==> src/include/usb_dma_pkg.sv <==
// Package for the USB DMA teardown and receive-descriptor write-back block.
// Assumes a 32-bit APB register bus and 16-byte receive descriptors in memory.
package usb_dma_pkg;
	// Register byte offsets
	localparam logic [11:0] OFS_GLOBAL_CTRL = 12'h000;
	localparam logic [11:0] OFS_TX_TEARDOWN = 12'h004;
	localparam logic [11:0] OFS_TX_IRQ_STAT = 12'h008;
	localparam logic [11:0] OFS_MAX_PKT = 12'h00C;
	localparam logic [11:0] OFS_RX_BUF_OFS = 12'h010;
	localparam logic [11:0] OFS_COMP_BASE = 12'h040;
	localparam logic [11:0] OFS_HEAD_BASE = 12'h080;
	// Field positions
	localparam int SEG_MODE_BIT = 0;
	localparam int TD_READY_BIT = 31;
	localparam int TD_CHAN_W = 5;
	localparam int W3_SOP_BIT = 31;
	localparam int W3_EOP_BIT = 30;
	localparam int W3_OWN_BIT = 29;
	localparam int W3_EOQ_BIT = 28;
	// Reset and special values
	localparam logic [31:0] TEARDOWN_DONE_PTR = 32'hFFFFFFFC;
	localparam logic [15:0] MAX_PKT_RST = 16'h0040;
	localparam logic [15:0] RX_BUF_OFS_RST = 16'h0000;
	localparam logic [31:0] GLOBAL_CTRL_RST = 32'h00000000;
	// Descriptor geometry
	localparam logic [31:0] DESC_W2_OFS = 32'h00000008;
	localparam logic [31:0] DESC_W3_OFS = 32'h0000000C;
	localparam logic [3:0] DESC_ALIGN_MASK = 4'hF;
	typedef enum logic [1:0] {
		TD_IDLE = 2'b00,
		TD_STOP = 2'b01,
		TD_FINISH = 2'b10
	} td_state_t;
	typedef enum logic [1:0] {
		WB_IDLE = 2'b00,
		WB_WORD2 = 2'b01,
		WB_WORD3 = 2'b10
	} wb_state_t;
endpackage

==> src/usb_dma_teardown_rx.sv <==
// Transmit teardown control, completion pointers and receive descriptor write-back.
// Assumes the transmit engine acknowledges stop requests and a memory port accepts single-word writes.
// How it works
// - Transparent packets are limited by the endpoint's maximum packet size, not 64 bytes.
// - Teardown stops the channel's transfer and clears its queue state.
// - The teardown register shows a ready bit while a teardown may be started.
// - Writing a channel number to the teardown register starts that teardown.
// - Finished teardown raises the channel interrupt and loads the all-reclaim completion pointer.
// - Receive buffers are byte aligned and 1 to 65535 bytes long.
// - Receive descriptors are 16 bytes and 16-byte aligned.
// - A zero next-descriptor pointer marks the last buffer of the queue.
// - Ownership and length only on start descriptors; end-of-queue only on end descriptors.
// - Word 1 is the buffer start address used by the DMA.
// - Leading offset bytes are skipped; data begins right after them.
// - On start descriptors the shared buffer offset register replaces the zero offset.
// - Word 2 low half counts valid bytes, excluding leading skipped bytes.
// - End descriptors get the real byte count when fewer bytes arrived.
// - Start descriptors get a new length if offset nonzero or packet shorter.
// - Channel interrupt stays set until software writes back the matching pointer.
// - Ownership bit 29 is cleared by the DMA when the packet completes.
//
// The APB interface to the registers and the register addresses were left to the implementer.
`timescale 1ns/1ps
module usb_dma_teardown_rx
	import usb_dma_pkg::*;
#(
	parameter int NUM_CH = 4
) (
	// Clock and reset
	input wire logic mclk,
	input wire logic rst_n,

	// APB slave
	input wire logic psel,
	input wire logic penable,
	input wire logic pwrite,
	input wire logic [11:0] paddr,
	input wire logic [31:0] pwdata,
	output logic [31:0] prdata,
	output logic pready,
	output logic pslverr,

	// Transmit engine
	output logic [NUM_CH-1:0] tx_stop_req,
	input wire logic [NUM_CH-1:0] tx_stopped,
	input wire logic tx_done_valid,
	input wire logic [TD_CHAN_W-1:0] tx_done_ch,
	input wire logic [31:0] tx_done_addr,
	input wire logic [15:0] tx_pkt_len,
	output logic tx_len_err,
	output logic segmenting_dma_mode,
	output logic [NUM_CH-1:0] tx_chan_irq,

	// Receive descriptor completion
	input wire logic rx_desc_valid,
	output logic rx_desc_ready,
	input wire logic [31:0] rx_desc_addr,
	input wire logic [31:0] rx_next_ptr,
	input wire logic [31:0] rx_buf_ptr,
	input wire logic [15:0] rx_prog_len,
	input wire logic [15:0] rx_count,
	input wire logic [15:0] rx_pkt_len,
	input wire logic rx_sop,
	input wire logic rx_eop,
	output logic [31:0] rx_data_addr,
	output logic rx_last_buf,
	output logic rx_desc_err,

	// Memory write port
	output logic mem_wr_valid,
	input wire logic mem_wr_ready,
	output logic [31:0] mem_wr_addr,
	output logic [31:0] mem_wr_data
);
	// APB decode
	// Every access completes with zero wait states, so a write lands at the
	// edge that closes its access phase and nothing needs to stall the bus.
	// Unmapped offsets answer with an error and leave all state untouched.
	wire apb_wr = psel && penable && pwrite;
	wire apb_rd_sel = psel && !pwrite;
	wire [11:0] comp_idx = (paddr - OFS_COMP_BASE) >> 2;
	wire [11:0] head_idx = (paddr - OFS_HEAD_BASE) >> 2;
	wire hit_ctrl = paddr == OFS_GLOBAL_CTRL;
	wire hit_td = paddr == OFS_TX_TEARDOWN;
	wire hit_stat = paddr == OFS_TX_IRQ_STAT;
	wire hit_max = paddr == OFS_MAX_PKT;
	wire hit_rxofs = paddr == OFS_RX_BUF_OFS;
	wire hit_comp = paddr >= OFS_COMP_BASE && comp_idx < 12'(NUM_CH) && paddr[1:0] == 2'b00;
	wire hit_head = paddr >= OFS_HEAD_BASE && head_idx < 12'(NUM_CH) && paddr[1:0] == 2'b00;
	wire hit_any = hit_ctrl || hit_td || hit_stat || hit_max || hit_rxofs || hit_comp || hit_head;

	// Register state
	logic [31:0] global_ctrl_ff;
	logic [15:0] max_pkt_ff;
	logic [15:0] rx_buf_ofs_ff;
	logic [31:0] comp_ptr_ff [NUM_CH];
	logic [31:0] head_ptr_ff [NUM_CH];
	logic [NUM_CH-1:0] irq_ff;
	td_state_t td_state_ff;
	logic [TD_CHAN_W-1:0] td_chan_ff;

	// Only one teardown runs at a time; out-of-range channels are dropped
	// rather than latched, so a bad write cannot wedge the sequencer.
	wire td_ready = td_state_ff == TD_IDLE;
	wire td_start = apb_wr && hit_td && td_ready && pwdata[TD_CHAN_W-1:0] < TD_CHAN_W'(NUM_CH);
	wire td_stopped = tx_stopped[td_chan_ff[$clog2(NUM_CH)-1:0]];
	wire td_finish = td_state_ff == TD_FINISH;

	assign pready = 1'b1;
	// Error flags only the access phase, as the setup cycle carries no answer
	assign pslverr = psel && penable && !hit_any;
	assign segmenting_dma_mode = global_ctrl_ff[SEG_MODE_BIT];
	// Segmenting mode may split larger packets, so the size check applies only in transparent mode
	assign tx_len_err = !segmenting_dma_mode && tx_pkt_len > max_pkt_ff;
	assign tx_chan_irq = irq_ff;

	// Read mux
	// Holes inside the map read as zero.
	logic [31:0] rd_data;
	always_comb begin
		rd_data = 32'h00000000;
		if (hit_ctrl) begin
			rd_data = global_ctrl_ff;
		end else if (hit_td) begin
			rd_data = {td_ready, {(32-1-TD_CHAN_W){1'b0}}, td_chan_ff};
		end else if (hit_stat) begin
			rd_data = 32'(irq_ff);
		end else if (hit_max) begin
			rd_data = {16'h0000, max_pkt_ff};
		end else if (hit_rxofs) begin
			rd_data = {16'h0000, rx_buf_ofs_ff};
		end else if (hit_comp) begin
			rd_data = comp_ptr_ff[comp_idx[$clog2(NUM_CH)-1:0]];
		end else if (hit_head) begin
			rd_data = head_ptr_ff[head_idx[$clog2(NUM_CH)-1:0]];
		end
	end

	always_ff @(posedge mclk or negedge rst_n) begin
		if (!rst_n) begin
			prdata <= 32'h00000000;
		// Captured in the setup cycle so read data comes from a flip-flop
		// and already stands during the whole access phase.
		end else if (apb_rd_sel && !penable) begin
			prdata <= rd_data;
		end
	end

	// Plain configuration registers
	always_ff @(posedge mclk or negedge rst_n) begin
		if (!rst_n) begin
			global_ctrl_ff <= GLOBAL_CTRL_RST;
			max_pkt_ff <= MAX_PKT_RST;
			rx_buf_ofs_ff <= RX_BUF_OFS_RST;
		end else if (apb_wr) begin
			// Only the mode bit is kept; the other control bits read as zero
			if (hit_ctrl) begin
				global_ctrl_ff <= {31'h00000000, pwdata[SEG_MODE_BIT]};
			end
			if (hit_max) begin
				max_pkt_ff <= pwdata[15:0];
			end
			if (hit_rxofs) begin
				rx_buf_ofs_ff <= pwdata[15:0];
			end
		end
	end

	// Teardown sequencer
	// Idle accepts a request, stop holds the stop request until the engine
	// confirms, finish clears the queue state and posts the interrupt.
	// The engine may take any time to confirm; there is no timeout here,
	// so a stuck engine keeps the ready bit low until reset.
	always_ff @(posedge mclk or negedge rst_n) begin
		if (!rst_n) begin
			td_state_ff <= TD_IDLE;
			td_chan_ff <= '0;
		end else begin
			unique case (td_state_ff)
				TD_IDLE: begin
					if (td_start) begin
						td_chan_ff <= pwdata[TD_CHAN_W-1:0];
						td_state_ff <= TD_STOP;
					end
				end

				TD_STOP: begin
					if (td_stopped) begin
						td_state_ff <= TD_FINISH;
					end
				end

				TD_FINISH: begin
					td_state_ff <= TD_IDLE;
				end

				default: begin
					td_state_ff <= TD_IDLE;
				end
			endcase
		end
	end

	// Per-channel queue state, completion pointer and interrupt
	// Teardown outranks a packet completion in the same cycle, so the
	// all-reclaim pointer is not overwritten by a completion in the finish cycle.
	// A mismatched acknowledge leaves both pointer and interrupt as they are.
	genvar ch;
	generate
		for (ch = 0; ch < NUM_CH; ch++) begin : g_ch
			wire sel_td = td_chan_ff == TD_CHAN_W'(ch);
			wire td_end = td_finish && sel_td;
			wire done_hit = tx_done_valid && tx_done_ch == TD_CHAN_W'(ch);
			wire wr_comp = apb_wr && hit_comp && comp_idx == 12'(ch);
			wire wr_head = apb_wr && hit_head && head_idx == 12'(ch);

			assign tx_stop_req[ch] = td_state_ff == TD_STOP && sel_td;

			always_ff @(posedge mclk or negedge rst_n) begin
				if (!rst_n) begin
					head_ptr_ff[ch] <= 32'h00000000;
				end else if (td_end) begin
					head_ptr_ff[ch] <= 32'h00000000;
				end else if (wr_head) begin
					head_ptr_ff[ch] <= pwdata;
				end
			end

			always_ff @(posedge mclk or negedge rst_n) begin
				if (!rst_n) begin
					comp_ptr_ff[ch] <= 32'h00000000;
					irq_ff[ch] <= 1'b0;
				end else if (td_end) begin
					comp_ptr_ff[ch] <= TEARDOWN_DONE_PTR;
					irq_ff[ch] <= 1'b1;
				end else if (done_hit) begin
					// A completion in the same cycle as an acknowledge keeps the interrupt set
					comp_ptr_ff[ch] <= tx_done_addr;
					irq_ff[ch] <= 1'b1;
				end else if (wr_comp && pwdata == comp_ptr_ff[ch]) begin
					irq_ff[ch] <= 1'b0;
				end
			end
		end
	endgenerate

	// Receive descriptor write-back
	// Only words 2 and 3 are written back; words 0 and 1 belong to software.
	// The buffer offset register is shared by all channels, so software must
	// not change it while a start-of-packet descriptor is being completed.
	// A refused descriptor leaves memory untouched; it raises the error and still updates the data address and last-buffer outputs.
	wb_state_t wb_state_ff;
	logic [31:0] wb_addr_ff;
	logic [31:0] wb_word2_ff;
	logic [31:0] wb_word3_ff;
	logic [31:0] rx_data_addr_ff;
	logic rx_last_ff;
	logic rx_err_ff;

	wire desc_misaligned = (rx_desc_addr[3:0] & DESC_ALIGN_MASK) != 4'h0;
	wire len_bad = rx_prog_len == 16'h0000;
	// Descriptor fields are sampled only at the handshake edge
	wire take_desc = rx_desc_valid && rx_desc_ready;
	wire [15:0] sop_ofs = rx_sop ? rx_buf_ofs_ff : 16'h0000;
	wire sop_rewrite = rx_sop && (rx_buf_ofs_ff != 16'h0000 || rx_pkt_len < rx_prog_len);
	wire eop_rewrite = rx_eop && rx_count < rx_prog_len;
	wire [15:0] new_len = (sop_rewrite || eop_rewrite) ? rx_count : rx_prog_len;
	// Length and offset are rewritten together with the flags in one pass
	wire last_buf = rx_next_ptr == 32'h00000000;
	wire end_of_queue_flag = rx_eop && last_buf;
	wire [15:0] w3_len = rx_sop ? rx_pkt_len : 16'h0000;
	wire [31:0] new_word3 = {rx_sop, rx_eop, 1'b0, end_of_queue_flag, 12'h000, w3_len};

	wire [31:0] w2_addr = wb_addr_ff + DESC_W2_OFS;
	wire [31:0] w3_addr = wb_addr_ff + DESC_W3_OFS;

	// No new descriptor is taken until both words have left, so the
	// captured words never change under a stalled memory write.
	assign rx_desc_ready = wb_state_ff == WB_IDLE;
	assign mem_wr_valid = wb_state_ff != WB_IDLE;
	assign mem_wr_addr = wb_state_ff == WB_WORD3 ? w3_addr : w2_addr;
	assign mem_wr_data = wb_state_ff == WB_WORD3 ? wb_word3_ff : wb_word2_ff;
	assign rx_data_addr = rx_data_addr_ff;
	assign rx_last_buf = rx_last_ff;
	assign rx_desc_err = rx_err_ff;

	always_ff @(posedge mclk or negedge rst_n) begin
		if (!rst_n) begin
			wb_state_ff <= WB_IDLE;
			wb_addr_ff <= 32'h00000000;
			wb_word2_ff <= 32'h00000000;
			wb_word3_ff <= 32'h00000000;
			rx_data_addr_ff <= 32'h00000000;
			rx_last_ff <= 1'b0;
			rx_err_ff <= 1'b0;
		end else begin
			unique case (wb_state_ff)
				WB_IDLE: begin
					if (take_desc) begin
						rx_err_ff <= desc_misaligned || len_bad;
						rx_last_ff <= last_buf;
						rx_data_addr_ff <= rx_buf_ptr + 32'(sop_ofs);
						if (!desc_misaligned && !len_bad) begin
							wb_addr_ff <= rx_desc_addr;
							wb_word2_ff <= {sop_ofs, new_len};
							wb_word3_ff <= new_word3;
							wb_state_ff <= WB_WORD2;
						end
					end
				end

				// Each word stands until memory accepts it
				WB_WORD2: begin
					if (mem_wr_ready) begin
						wb_state_ff <= WB_WORD3;
					end
				end

				WB_WORD3: begin
					if (mem_wr_ready) begin
						wb_state_ff <= WB_IDLE;
					end
				end

				default: begin
					wb_state_ff <= WB_IDLE;
				end
			endcase
		end
	end
endmodule

==> config.mk <==
export PLATFORM = sky130hd
export DESIGN_NAME = usb_dma_teardown_rx
export DESIGN_NICKNAME = d
export VERILOG_FILES = /design/src/include/usb_dma_pkg.sv /design/src/usb_dma_teardown_rx.sv
export SDC_FILE = /design/constraint.sdc
export NUM_CORES = 1
export LEC_CHECK = 0
export BUFFER_PORTS_ARGS = -buffer_cell sky130_fd_sc_hd__buf_2
export CORE_MARGIN = 8
export CORE_UTILIZATION = 35
export DETAILED_ROUTE_END_ITERATION = 8
export REMOVE_ABC_BUFFERS = 1
export SKIP_CTS_REPAIR_TIMING = 1
export SYNTH_ARGS = -nofsm -noshare
export SYNTH_HDL_FRONTEND = slang
export SYNTH_SLANG_ARGS = --single-unit
==> constraint.sdc <==
create_clock -name mclk -period 2.6 [get_ports mclk]
set_input_delay 0.26 -clock mclk [delete_from_list [all_inputs] [get_ports mclk]]
set_output_delay 0.26 -clock mclk [all_outputs]
set_load 0.05 [all_outputs]
==> metrics.md <==
| Metric | Value |
|---|---|
| Detailed Route WL | 96100 um |
| Drt wl/cell | approximately 25 um |
| Most used DFF post-synth | dfrtp_1 |
| CTS tree | yes |
| Most frequent cells in the layout | 498 x nand2_1, 445 x dfrtp_1, 368 x buf_2 |
| Setup crit end kind | output port |
| Vias in the first global route | about 21000 |
| Via density | 5.48 |
| Worst setup path category | reg2out |
| Post-Syn Instances | approximately 2400 |
| Rel. slew slack | 0.349 |
| Clk slew on worst S/H paths | 0.06 ns |
| Leakage power | 0.0150 uW |
| Layout cells sized above 1 | 0.300 |
| Power per cell area | roughly 680 nW/um^2 |
| Fin Clk Skew | 0.0494 ns |
| Critical Path Max Stage Delay | roughly 0.37 ns |
| Final Total Pwr | 21300 uW |
| Mean Syn Cell Area | 10.2 um^2 |
| Starting Density | 0.354 |
| Cell row count | 96 |
| Outcome | finished with violations |
| Die area | 78200 um^2 |
| Post-synthesis sequential area ratio | 0.464 |
| CTS sink count | about 450 |
| Cell Count Post-Placement | 3685 |
| Final WS setup | -0.246 ns |
| Max Freq | 351 MHz |
| Largest net degree at the start of global routing | 78 |
| Flops & latches, synth | 451 |
| Die Ht | 280 um |
| GRT Overall Usage | 0.232 |
| CP max stage cell | dfrtp_1 |
| CTS Buffer Depth | 3 |
| Post-Layout Cell Count | 3898 |
| Initial antenna violation count | 16 |
| Final count of hold timing violations | 3 |
| Fin crit share | 1.09 |
| Distinct cells, synth | between 70 and 80 |
| Antenna-violating nets left | 0 |
| Fin util | 0.458 |
| Cells along the critical path | inv_2 -> ha_4 -> nand2_2 -> o2111ai_4 -> or2_4 -> nor2_4 -> buf_8 -> nand3_2 -> xnor2_2 -> buf_6 |
| Clk_lat worst skew | 0.63 ns |
| Post-synth ARST share | 1.00 |
| Post-synth EDFFs | 0 |
| Drt drc | 0 |
| Commonest non-fill, non-tap cell in the layout | nand2_1 |
| Final hold slack | -0.0206 ns |
| Crit-path max FO | 8 |
| Max Slew Vio Count | 0 |
| Htree depth | 2 |
| Min Tclk post-route | around 2.8 ns |
| Final TNS setup | -3.04 ns |
| I/O pins | 399 |
| Port Buf Inserts | around 400 |
| Final #Nets | 3240 |
| HPWL after DPL | 70200 um |
| Tightest Hold Check Type | in2reg |
| Max-Cap Viols | 0 |
| Die X | 280 um |
| GPL Wtd Cong | 1.01 |
| Drt initial violations | 1876 |
| Setup crit start kind | flip-flop |
| Yosys warns | 0 |
| Worst EP required | 2.34 ns |
| DR pass1 iterations | 6 |
| Vias | 21375 |
| First-pass GRT wire length | between 100000 and 150000 um |
| VDD IR-drop max | 496 uV |
| Core ar. | 68700 um^2 |
| Grt ovf | 0 |
| Clock root cell | clkbuf_16 |
| Synthesized cell area | 24300 um^2 |
| Critical Path AT | roughly 2.6 ns |
| Worst-margin pin slew | about 0.98 ns |
| CTS Buf Count | 52 |
| Area growth from synthesis to layout | 29.4% |
| Failing checks | negative hold slack, negative setup slack |
| Unrepaired setup endpoints after global routing | true |
| Final setup fails | 33 |
-- path summary, 6_finish.rpt --
check / from / to / slack [ns] / cells after the start
min reg2reg: wb_word3_ff[3] / wb_word3_ff[3] / 0.46 / 2
max in group asynchronous: rst_n / wb_addr_ff[16] / 1.64 / 3
min: rx_count[12] / wb_word2_ff[12] / -0.02 / 3
max reg2reg: rx_buf_ofs_ff[0] / rx_data_addr[22] / 0.03 / 11
min in group asynchronous: rst_n / rx_data_addr[21] / 0.17 / 2
max: wb_addr_ff[2] / mem_wr_addr[18] / -0.25 / 10
-- through the flow --
| stage | worst slack [ns] | cell area [um^2] |
|---|---|---|
| 5_1_grt | -0.339 | 31500 |
| 4_1_cts | -0.578 | 29800 |
| 2_1_floorplan | -1.60 | 23500 |
| 3_3_place_gp | -0.153 | 27900 |
| 6_report | -0.246 | 31500 |
| 3_5_place_dp | -0.173 | 27900 |
-- cells in the mapped netlist (62+ instances only) --
master    instances  area share
xor2_1           86       0.031
nor2_1           64      0.0099
clkbuf_1        109       0.017
nand2_1         504       0.078
mux4_2           65       0.060
a22o_1          139       0.050
o21ai_0          65       0.013
ha_1             67       0.034
dfrtp_1         450        0.46
mux2_2           62       0.029
nand3_1         172       0.035
xnor2_1          98       0.035
-- cell families after synthesis --
group           Yosys count  share of synthesized area
buf+inv                 224                     0.0423
other cells               1                   0.000154
flops                   451                      0.464
simple gates            935                      0.177
fa+ha+maj                68                     0.0353
xor+xnor                184                     0.0663
compound gates          375                      0.113
mux                     154                      0.102
-- registers in the layout (all words and copies together) (netlist names), 16 cells and up --
signal,flops
comp_ptr_ff,128
head_ptr_ff,128
prdata,32
rx_data_addr,32
wb_addr_ff,32
wb_word2_ff,32
wb_word3_ff,19
max_pkt_ff,16
rx_buf_ofs_ff,16
-- area by class of cell --
type | instances | area [um^2]
fill | 6395 | 37200
multi-input combinational | 1717 | 12600
sequential | 451 | 11300
timing repair buffer | 646 | 4400
clock buffer | 74 | 1480
tap | 931 | 1160
clock inverter | 20 | 374
inverter | 49 | 184
antenna | 10 | 25.0
-- layer usage --
layer  track usage  share of wire  vias to the layer above
met5             0        0.00055                        -
met4        0.0856          0.041                        8
met3        0.0513          0.085                      179
met2         0.383           0.47                     1098
met1         0.298           0.40                    10573
li1              -              -                     9517
-- critical path, delay by kind of cell, from the launching register on --
kind                       cells  cell delay [ns]
buffers and inverters          3             0.43
and+or+nand+nor                4             0.61
adders and majority gates      1             0.17
xor gates and xnor gates       1             0.23
DFF                            1             0.37
AOI/OAI and AO/OA              1             0.14
-- power breakdown --
part | switching (uW) | leakage [uW] | internal [uW]
clock network | 3130 | 0.000900 | 4790
logic | 3000 | 0.00828 | 1830
registers | 730 | 0.00579 | 7800
total | 6860 | 0.0150 | 14400
(Power assumes the default switching activity.)
